[config.mk]
export PLATFORM = sky130hd
export DESIGN_NAME = aspt_dev_flat
export DESIGN_NICKNAME = d
export VERILOG_FILES = /design/src/rtl/aspt_pkg.sv /design/src/rtl/aspt_link_if.sv /design/src/rtl/aspt_dev.sv /design/src/flat_wrapper.sv
export SDC_FILE = /design/constraint.sdc
export NUM_CORES = 1
export LEC_CHECK = 0
export ABC_AREA = 1
export BUFFER_PORTS_ARGS = -buffer_cell sky130_fd_sc_hd__buf_2
export CAP_MARGIN = 20
export CORE_UTILIZATION = 40
export DETAILED_ROUTE_END_ITERATION = 12
export PLACE_DENSITY_LB_ADDON = 0.08
export SETUP_SLACK_MARGIN = 0.2
export SLEW_MARGIN = 20
export SYNTH_ARGS = -nofsm -noshare
export SYNTH_HDL_FRONTEND = slang
export SYNTH_SLANG_ARGS = --single-unit
[constraint.sdc]
create_clock -name clk_sys -period 1.8 [get_ports clk_sys]
set_input_delay 0.36 -clock clk_sys [delete_from_list [all_inputs] [get_ports clk_sys]]
set_output_delay 0.36 -clock clk_sys [all_outputs]
set_load 0.05 [all_outputs]
[src/rtl/aspt_pkg.sv]
`default_nettype none
package aspt_pkg;

  // Control register bit positions
  localparam int CTRL_MODE_BIT = 7;
  localparam int CTRL_SPARE_BIT = 6;
  localparam int CTRL_MPF_BIT = 5;
  localparam int CTRL_RXEN_BIT = 4;
  localparam int CTRL_TX9_BIT = 3;
  localparam int CTRL_RX9_BIT = 2;
  localparam int CTRL_TXDONE_BIT = 1;
  localparam int CTRL_RXDONE_BIT = 0;
  localparam logic [7:0] CTRL_RESET = 8'h40;

  // Frame lengths in bit times, start and stop included
  localparam logic [3:0] FRAME8_LEN = 4'hA;
  localparam logic [3:0] FRAME9_LEN = 4'hB;

  // Baud timer clock dividers, as terminal counts
  localparam logic [5:0] DIV4_TERM = 6'h03;
  localparam logic [5:0] DIV12_TERM = 6'h0B;
  localparam logic [5:0] DIV48_TERM = 6'h2F;
  localparam logic [2:0] EXTOSC_TERM = 3'h7;
  localparam logic [7:0] TIMER_TOP = 8'hFF;

  // Baud timer clock source
  typedef enum logic [2:0] {
    CLK_DIV4,
    CLK_DIV12,
    CLK_DIV48,
    CLK_EXTOSC,
    CLK_EXTIN
  } aspt_clksel_e;

  // Bit times per frame for the selected mode
  function automatic logic [3:0] asptFrameLen(input logic frame9);
    return frame9 ? FRAME9_LEN : FRAME8_LEN;
  endfunction : asptFrameLen

endpackage : aspt_pkg
`default_nettype wire

[src/rtl/aspt_link_if.sv]
`timescale 1ns/1ps
`default_nettype none
interface aspt_link_if;
  logic serialOutPin;
  logic serialInPin;

  // Device end drives its transmit line, the remote end the other one
  modport devEnd (output serialOutPin, input serialInPin);
  modport hostEnd (input serialOutPin, output serialInPin);
endinterface : aspt_link_if
`default_nettype wire

[src/rtl/aspt_dev.sv]
`timescale 1ns/1ps
`default_nettype none
module aspt_dev (
  // Clock and reset
  input wire logic clk_sys,
  input wire logic nrst,
  // Serial link
  aspt_link_if.devEnd link,
  // Register access
  input wire logic ctrlWr,
  input wire logic [7:0] ctrlWrData,
  input wire logic dataWr,
  input wire logic [7:0] dataWrData,
  output logic [7:0] ctrlRdData,
  output logic [7:0] dataRdData,
  output logic irq,
  // Baud timer setup and clock inputs
  input wire logic timerRun,
  input wire aspt_pkg::aspt_clksel_e clkSel,
  input wire logic [7:0] reloadByte,
  input wire logic extOscIn,
  input wire logic baudTimerExtInput
);
  import aspt_pkg::*;

  typedef struct packed {
    logic [2:0] rxSync;
    logic rxLevel;
    logic [2:0] t1Sync;
    logic t1Level;
    logic [2:0] oscSync;
    logic oscLevel;
    logic [5:0] presc;
    logic [2:0] oscDiv;
    logic [7:0] txTimer;
    logic txPhase;
    logic [7:0] rxTimer;
    logic rxPhase;
    logic frame9;
    logic mpf;
    logic rxEn;
    logic ninthTx;
    logic ninthRx;
    logic txDone;
    logic rxDone;
    logic [7:0] rxBuf;
    logic [10:0] txShift;
    logic [3:0] txLeft;
    logic outPin;
    logic rxBusy;
    logic [3:0] rxCnt;
    logic [8:0] rxShift;
    logic irq;
  } aspt_dev_s;

  localparam aspt_dev_s DEV_RESET = '{
    rxSync: 3'h7, rxLevel: 1'b1, t1Sync: 3'h7, t1Level: 1'b1,
    outPin: 1'b1, default: '0};

  aspt_dev_s s_reg;
  aspt_dev_s s_next;
  logic [5:0] sysTerm;
  logic sysTick;
  logic oscTick;
  logic t1Fall;
  logic tick;
  logic [8:0] txStep;
  logic [8:0] rxStep;
  logic txOvf;
  logic rxOvf;
  logic txBitTick;
  logic startDet;
  logic rxSample;
  logic [3:0] frameLen;
  logic [7:0] rxByte;
  logic rxNinth;
  logic rxCheck;

  // One step of an 8-bit auto-reload counter: {overflow, next count}
  function automatic logic [8:0] timerStep(input logic [7:0] cnt, input logic [7:0] rld);
    return (cnt == TIMER_TOP) ? {1'b1, rld} : {1'b0, cnt + 8'h01};
  endfunction : timerStep

  //////////////////////////////////////////////////////////////////////////
  // Next state
  always_comb begin
    s_next = s_reg;
    frameLen = asptFrameLen(s_reg.frame9);
    // Pin synchronisers; a level counts once stages two and three agree
    s_next.rxSync = {s_reg.rxSync[1:0], link.serialInPin};
    s_next.t1Sync = {s_reg.t1Sync[1:0], baudTimerExtInput};
    s_next.oscSync = {s_reg.oscSync[1:0], extOscIn};
    if (s_reg.rxSync[1] == s_reg.rxSync[2]) begin
      s_next.rxLevel = s_reg.rxSync[2];
    end
    if (s_reg.t1Sync[1] == s_reg.t1Sync[2]) begin
      s_next.t1Level = s_reg.t1Sync[2];
    end
    if (s_reg.oscSync[1] == s_reg.oscSync[2]) begin
      s_next.oscLevel = s_reg.oscSync[2];
    end

    // Baud timer clock source
    unique case (clkSel)
      CLK_DIV12: sysTerm = DIV12_TERM;
      CLK_DIV48: sysTerm = DIV48_TERM;
      default: sysTerm = DIV4_TERM;
    endcase
    sysTick = (s_reg.presc >= sysTerm);
    s_next.presc = sysTick ? 6'h00 : s_reg.presc + 6'h01;
    oscTick = 1'b0;
    if (s_next.oscLevel && !s_reg.oscLevel) begin
      s_next.oscDiv = s_reg.oscDiv + 3'h1;
      oscTick = (s_reg.oscDiv == EXTOSC_TERM);
    end
    t1Fall = s_reg.t1Level && !s_next.t1Level;
    tick = (clkSel == CLK_EXTOSC) ? oscTick : (clkSel == CLK_EXTIN) ? t1Fall : sysTick;

    // Transmit timer; every second overflow is a bit time
    txStep = timerStep(s_reg.txTimer, reloadByte);
    txOvf = timerRun && tick && txStep[8];
    if (timerRun && tick) begin
      s_next.txTimer = txStep[7:0];
    end
    if (txOvf) begin
      s_next.txPhase = ~s_reg.txPhase;
    end
    txBitTick = txOvf && s_reg.txPhase;

    // Hidden receive timer, reloaded on a start edge
    rxStep = timerStep(s_reg.rxTimer, reloadByte);
    rxOvf = timerRun && tick && rxStep[8];
    startDet = s_reg.rxEn && !s_reg.rxBusy && s_reg.rxLevel && !s_next.rxLevel;
    if (startDet) begin
      s_next.rxTimer = reloadByte;
      s_next.rxPhase = 1'b0;
      s_next.rxBusy = 1'b1;
      s_next.rxCnt = 4'h0;
    end else begin
      if (timerRun && tick) begin
        s_next.rxTimer = rxStep[7:0];
      end
      if (rxOvf) begin
        s_next.rxPhase = ~s_reg.rxPhase;
      end
    end
    // First overflow after reload is half a bit: mid-bit sampling
    rxSample = rxOvf && !s_reg.rxPhase && s_reg.rxBusy;

    // Software control write; hardware sets below win over clears
    if (ctrlWr) begin
      s_next.frame9 = ctrlWrData[CTRL_MODE_BIT];
      s_next.mpf = ctrlWrData[CTRL_MPF_BIT];
      s_next.rxEn = ctrlWrData[CTRL_RXEN_BIT];
      s_next.ninthTx = ctrlWrData[CTRL_TX9_BIT];
      s_next.ninthRx = ctrlWrData[CTRL_RX9_BIT];
      s_next.txDone = ctrlWrData[CTRL_TXDONE_BIT];
      s_next.rxDone = ctrlWrData[CTRL_RXDONE_BIT];
    end

    // Transmitter: {stop, ninth, data, start}, shifted out LSB first
    if (dataWr && s_reg.txLeft == 4'h0) begin
      s_next.txShift = {1'b1, s_reg.frame9 ? s_reg.ninthTx : 1'b1, dataWrData, 1'b0};
      s_next.txLeft = frameLen + 4'h1;
    end else if (txBitTick && s_reg.txLeft != 4'h0) begin
      if (s_reg.txLeft != 4'h1) begin
        s_next.outPin = s_reg.txShift[0];
        s_next.txShift = {1'b1, s_reg.txShift[10:1]};
      end
      if (s_reg.txLeft == 4'h2) begin
        s_next.txDone = 1'b1;
      end
      s_next.txLeft = s_reg.txLeft - 4'h1;
    end

    // Receiver: start, data into top of shifter, optional ninth, stop
    rxByte = s_reg.frame9 ? s_reg.rxShift[7:0] : s_reg.rxShift[8:1];
    rxNinth = s_reg.frame9 ? s_reg.rxShift[8] : s_reg.rxLevel;
    rxCheck = s_reg.frame9 ? s_reg.rxShift[8] : s_reg.rxLevel;
    if (rxSample) begin
      s_next.rxCnt = s_reg.rxCnt + 4'h1;
      if (s_reg.rxCnt == 4'h0) begin
        if (s_reg.rxLevel) begin
          s_next.rxBusy = 1'b0;
        end
      end else if (s_reg.rxCnt != frameLen - 4'h1) begin
        s_next.rxShift = {s_reg.rxLevel, s_reg.rxShift[8:1]};
      end else begin
        s_next.rxBusy = 1'b0;
        // Overrun or filtered frame: buffer and flag left alone
        if (!s_reg.rxDone && (!s_reg.mpf || rxCheck)) begin
          s_next.rxBuf = rxByte;
          s_next.ninthRx = rxNinth;
          s_next.rxDone = 1'b1;
        end
      end
    end

    s_next.irq = s_next.txDone || s_next.rxDone;
  end

  //////////////////////////////////////////////////////////////////////////
  // State register
  always_ff @(posedge clk_sys or negedge nrst) begin
    if (!nrst) begin
      s_reg <= DEV_RESET;
    end else begin
      s_reg <= s_next;
    end
  end

  //////////////////////////////////////////////////////////////////////////
  // Outputs straight from state
  assign link.serialOutPin = s_reg.outPin;
  assign ctrlRdData = {s_reg.frame9, CTRL_RESET[CTRL_SPARE_BIT], s_reg.mpf, s_reg.rxEn,
                       s_reg.ninthTx, s_reg.ninthRx, s_reg.txDone, s_reg.rxDone};
  assign dataRdData = s_reg.rxBuf;
  assign irq = s_reg.irq;

endmodule : aspt_dev
`default_nettype wire

[src/flat_wrapper.sv]
// flat-port wrapper written by rule: the top's interface ports become plain ports
module aspt_dev_flat import aspt_pkg::*;
  (clk_sys, nrst, ctrlWr, ctrlWrData, dataWr, dataWrData, ctrlRdData, dataRdData, irq, timerRun, clkSel, reloadByte, extOscIn, baudTimerExtInput, link_serialOutPin, link_serialInPin);
  aspt_link_if link_i ();
  input wire logic clk_sys;
  input wire logic nrst;
  input wire logic ctrlWr;
  input wire logic [7:0] ctrlWrData;
  input wire logic dataWr;
  input wire logic [7:0] dataWrData;
  output logic [7:0] ctrlRdData;
  output logic [7:0] dataRdData;
  output logic irq;
  input wire logic timerRun;
  input wire aspt_pkg::aspt_clksel_e clkSel;
  input wire logic [7:0] reloadByte;
  input wire logic extOscIn;
  input wire logic baudTimerExtInput;
  output wire logic [$bits(link_i.serialOutPin)-1:0] link_serialOutPin;
  input wire logic [$bits(link_i.serialInPin)-1:0] link_serialInPin;
  assign link_serialOutPin = link_i.serialOutPin;
  assign link_i.serialInPin = link_serialInPin;
  aspt_dev u_core (.clk_sys(clk_sys), .nrst(nrst), .link(link_i), .ctrlWr(ctrlWr), .ctrlWrData(ctrlWrData), .dataWr(dataWr), .dataWrData(dataWrData), .ctrlRdData(ctrlRdData), .dataRdData(dataRdData), .irq(irq), .timerRun(timerRun), .clkSel(clkSel), .reloadByte(reloadByte), .extOscIn(extOscIn), .baudTimerExtInput(baudTimerExtInput));
endmodule
### Word-level counts from Yosys, hierarchy flattened

Cells that the tools add are included.

| cells by class | value |
|---|---|
| add/subtract/negate cells | 8 |
| $lt $le $gt $ge | 1 |
| equal/unequal tests | 13 |
| mux-type cells | 40 |
| bitwise operators | 5 |
| reductions and logical operators | 35 |

Operator list:

| kind | number |
|---|---|
| 9-bit two-way mux | 9 |
| 1-bit two-way mux | 21 |
| 8-bit by 1-bit adder with 8-bit output (second input constant) | 2 |
| 8-bit == test (second input constant) | 2 |
| 16-bit two-way mux | 1 |
| 8-bit two-way mux | 2 |
| 15-bit two-way mux | 1 |
| 1-bit logical AND | 14 |
| 14-bit two-way mux | 1 |
| 6-bit one-hot mux with 2 select lines | 1 |
| 11-bit two-way mux | 1 |
| 2-bit nonzero test | 5 |
| 4-bit by 1-bit adder with 4-bit output (second input constant) | 2 |
| 4-bit zero test | 2 |
| 4-bit by 1-bit subtractor with 4-bit output (second input constant) | 2 |
| 1-bit zero test | 7 |
| 6-bit by 1-bit adder with 6-bit output (second input constant) | 1 |
| 3-bit by 2-bit == test with 1-bit output (second input constant) | 2 |
| 3-bit == test (second input constant) | 2 |
| 6-bit greater-or-equal comparator | 1 |
| 6-bit two-way mux | 1 |
| 3-bit AND reduction | 2 |
| 5-bit two-way mux | 1 |
| 1-bit NOT | 5 |
| 11 further kinds | 14 |

| storage, ports and cells | value |
|---|---|
| register bits | 85 |
| input port bits | 35 |
| output and inout port bits | 18 |
| logic and storage cells | 129 |

### Depth between registers and ports, before layout

| logic depth | value |
|---|---|
| depth in word-level cells | 13 |
| gate-level depth with buffers | 16 |
| gate-level depth less buffers | 15 |

### Least setup slack after synthesis

No wires, ideal clock.

| timing | value |
|---|---|
| kind | input -> register |
| from | input clkSel[2] |
| to | register u_core.s_reg[1] (netlist name) |
| library setup time | 0.118 ns |
| arrival time | 1.872 ns |
| data required time | 1.682 ns |
| path slack | -0.190 ns |
| stages on the path | 15 |
| buffers on the path | 1 |
| cell sequence | nor2_1 > nand2_1 > ha_1 > nand2_1 > nand2_1 > nand2_1 > nand2_1 > nand3_1 > nand2_1 > nand3_2 > nor3_4 > nand2_1 > buf_2 > nand2_1 > o21ai_2 |

| on the way | value |
|---|---|
| word-level cells in the longest chain between the ends | 10 |
| elaborated cells between the ends (all ways) | 13 |
| those cells by class | order compare: 1; eq/ne: 4; mux: 3; reduce/logical: 5 |

Ends and longest elaborated chain:

| what | RTL line | text |
|---|---|---|
| from (decl) | flat_wrapper.sv:15 | `input wire aspt_pkg::aspt_clksel_e clkSel;` |
| 3-bit by 2-bit == test with 1-bit output or 3-bit by 1-bit == test with 1-bit output (tied branches) | aspt_dev.sv:104 | `unique case (clkSel)` |
| 6-bit one-hot mux with 2 select lines | aspt_dev.sv:104 |  |
| 6-bit greater-or-equal comparator | aspt_dev.sv:109 | `sysTick = (s_reg.presc >= sysTerm);` |
| 1-bit two-way mux | aspt_dev.sv:117 | `tick = (clkSel == CLK_EXTOSC) ? oscTick : (clkSel == CLK_EXTIN) ? t1Fall : sysTick;` |
| 1-bit two-way mux * | aspt_dev.sv:117 |  |
| 1-bit logical AND * (2 in a row) | aspt_dev.sv:132 | `rxOvf = timerRun && tick && rxStep[8];` |
| 1-bit logical AND * (2 in a row) | aspt_dev.sv:148 | `rxSample = rxOvf && !s_reg.rxPhase && s_reg.rxBusy;` |
| 3-bit AND reduction (no line) * | -- |  |
| to (signal assigned) | aspt_dev.sv:208 | `s_reg <= s_next;` |
| to (decl) | aspt_dev.sv:60 | `aspt_dev_s s_reg;` |

Mark *: on every way between the ends. The rest lies on a longest branch, timed or not.
A chain may end at the register's enable or synchronous reset.

### Worst setup path in the final report

| timing | value |
|---|---|
| from | register u_core.s_reg[65] (netlist name) |
| to | register u_core.s_reg (netlist bit u_core.dataRdData[3]) |

| on the way | value |
|---|---|
| word-level cells in the longest chain between the ends | 8 |

Ends and longest elaborated chain:

| what | RTL line | text |
|---|---|---|
| 3-bit == test | aspt_dev.sv:114 | `oscTick = (s_reg.oscDiv == EXTOSC_TERM);` |
| 1-bit two-way mux | aspt_dev.sv:112 | `if (s_next.oscLevel && !s_reg.oscLevel) begin` |
| 1-bit two-way mux | aspt_dev.sv:117 |  |
| 1-bit logical AND (2 in a row) | aspt_dev.sv:132 |  |
| 1-bit logical AND (2 in a row) | aspt_dev.sv:148 |  |
| 4-bit AND reduction (no line) | -- |  |

No other way between the ends.

==> impl_metrics.ini <==
[yosys]
synth_top_family_by_area = simple AND/OR/NAND/NOR gates
synth_edf_count = 0
synthMuxAreaShare = 0.0291
yosysTopAreaCell = dfrtp_1
synthAdderAreaFrac = 0.0416
synth_nets = 558
yosysSeqAreaShare = 0.487
ys_warn_count = 0
synth_commonest_cells = nand2_1 (146), dfrtp_1 (76), inv_1 (45), nand3_1 (39), nor2_1 (35)
synthSimpleGateAreaFrac = 0.247
synth_area_mm2 = 0.00439
synth_area_leaders = dfrtp_1 (43%), nand2_1 (12%), dfstp_2 (5.4%), nand3_1 (4.4%), inv_1 (3.9%)
synth_async_sr_flop_share = 1.00
synth_top_flop_cell = dfrtp_1
synth-compound-area-share = 0.0856
synth_most_common_cell = nand2_1
syn_avg_cell_area_um2 = 8.60
synthDistinctLibCells = 47
netlist_instances = 510
synth-seq-cells = 85
synthXorXnorAreaFrac = 0.0260
synth_top_area_frac = 0.434

[cells_and_area]
multi_input_area_mm2 = 0.00210
diodes = 0
seq_area_mm2 = 0.00214
fillers = 1020
layout-drive-gt1-share = 0.304
largest_reg_flops = 62
final_nets = 645
fin_util = 0.521
areaGrowthSynthToFinish_pct = 24.3
final_area_mm2 = 0.00545

[setup_path]
crit_slowest_cell = dfrtp_1
cp_common_cell = ha_1
worstPathArrival_ns = 2.14
critPathLaunchType = flop
slowest_delay_ns = 0.35
reg2reg_to = u_core.dataRdData[3]
path_buf_inv = 2
critical_path.endpoint_type = flop
r2r_cells = 11
worstSetupPathType = flop to flop
r2r_slack_ns = -0.09
crit_chain = ha_1, ha_1, nand4_1, a21boi_1, buf_4, nand3_4, nor3_4, buf_6, nand2_8, nand2_1, o21ai_2
path_delay_family = simple AND/OR/NAND/NOR gates
required_ns = 2.05
reg2reg_from = u_core.s_reg[65]
crit_fanout = 5

[placed_design]
place_area_mm2 = 0.00500
gp_congestion = 0.783
dp_slack_ns = -0.468
hpwl_um = 6810
io_buffers = 50

[floorplan]
fp.dieW_um = 107
core_region_area_mm2 = 0.0105
rows = 37
boundaryPins = 53
die_h_um = 107
start_util = 0.419
dieArea_mm2 = 0.0114

[timing]
hold_violations = 0
fmax_mhz = 528
whs_ns = 0.105
finClkSkew_ns = 0.00677
fin_crit_ns = 1.89
setup_viol = 32
period_share = 1.05
tns_ns = -1.76
fin_ws_ns = -0.0942
slew_viol_final = 0
rsz0062_at_grt = yes

[drt]
drc_errors = 0
via_per_inst = 4.88
wire_per_inst_um = 12.8
firstDrtPassIters = 4
routed_wl_um = 9430
dr.first_iter.drc_count = 178
vias = 3600
drtAntennaViolNets = 0

[clock_network]
cts_buffers = 9
clk_latency_ns = 0.36
tritoncts = built
cts_root_buf = clkbuf_8
cts_sinks = 85
htreeDepth = 3
clkTransAtPathRegs_ns = 0.08
cts_max_path_buffers = 2

[grt]
grt_pass1_vias = 3628
grt_pass1_wl_um = 16400
grt_max_degree = 35
grt_overflow = 0
grt_antenna_before_repair = 0
track_usage = 0.182

[worst_hold_path]
hold_path_depth = 1
hold_class = input pin to flop
min_to = u_core.s_next[79]
min-delay-start = baudTimerExtInput

[run_status]
violations = setup timing
status = finished with violations

[power]
power_density_mw_per_mm2 = 1040
power.leakage_nw = 2.72
ir_worst_vdd_v = 0.000470

[run]
drv_cap = 0
## cell type report
cell class / instances / share of cell area
Timing Repair Buffer: 102 / 0.130
Multi-Input combinational cell: 352 / 0.384
Sequential cell: 85 / 0.392
Inverter: 47 / 0.0331
Clock buffer: 13 / 0.0273
Clock inverter: 2 / 0.00184
Tap cell: 136 / 0.0312
## logic make-up (layout without fill, tap and decap cells)
family | after synthesis | count (layout)
XOR/XNOR | 13 | 13
adder cells (fa/ha/maj) | 15 | 15
multiplexers | 12 | 12
buffers and inverters | 75 | 164
AO/OA/AOI/OAI | 62 | 62
other | 1 | 1
AND/OR/NAND/NOR | 247 | 249
flip-flops | 85 | 85
## cell usage in the layout, fill, tap and decap left out, types with 4 or more instances in the layout
cell type and n:
xnor2_1 4, mux2i_1 6, nand4_1 5, nand2_1 132, mux2_2 6, o21ai_0 19, clkbuf_8 10, inv_1 42
nand2_2 13, buf_4 40, a31oi_1 5, ha_1 12, nand3_1 36, buf_2 49, dfstp_2 9, a21oi_1 14
nor2_1 29, nor2_4 5, buf_6 10, nand2_8 4, o21ai_2 10, xor2_1 9, dfrtp_1 76
## worst reg2reg max path: stages, from the launching register on
cell and delay, ns:
dfrtp_1 0.35, ha_1 0.15, ha_1 0.13, nand4_1 0.12, a21boi_1 0.15, buf_4 0.17, nand3_4 0.09, nor3_4 0.21
buf_6 0.21, nand2_8 0.08, nand2_1 0.08, o21ai_2 0.05
## worst max path at each step
stage                                 from                    to  slack, ns  depth (start not counted)
after floorplan                  clkSel[2]       u_core.s_reg[1]      -0.14                         15
after CTS                 u_core.s_reg[64]      u_core.s_reg[11]      -0.13                         11
after detailed placement         clkSel[2]      u_core.s_reg[21]      -0.47                         16
after global placement           clkSel[2]      u_core.s_reg[25]      -0.44                         16
final                     u_core.s_reg[65]  u_core.dataRdData[3]      -0.09                         11
after global routing      u_core.s_reg[64]  u_core.dataRdData[4]      -0.25                         10
## metal layers
metal,part of all wire,GRT usage
met3,0.035,0.0347
met1,0.48,0.243
met4,0.014,0.0646
met5,0,0
met2,0.47,0.295
## report_power, final
group | switching (mW) | internal, mW | total (mW)
registers | 0.294 | 2.30 | 2.59
clock network | 0.657 | 0.530 | 1.19
logic | 1.05 | 0.834 | 1.88
total | 2.00 | 3.67 | 5.67
## per-stage QoR
| step | power [mW] | cells |
|---|---|---|
| global route | 6.12 | 737 |
| global placement | 4.34 | 713 |
| floorplan | 3.78 | 510 |
| CTS | 5.68 | 735 |
| detailed placement | 4.40 | 713 |
| finish | 5.67 | 737 |
## repair_timing
| item | 4_1_cts | 5_1_grt |
|---|---|---|
| setup buffers | 5 | 1 |
| hold endpoints to repair | 29 | 0 |
| hold buffers | 1 | 0 |
| pin swaps | 5 | 1 |
| resized for setup | 25 | 27 |
| setup endpoints to repair | 66 | 60 |
| gates cloned | 1 | 1 |
No activity file was read; power rests on OpenSTA's default activity.
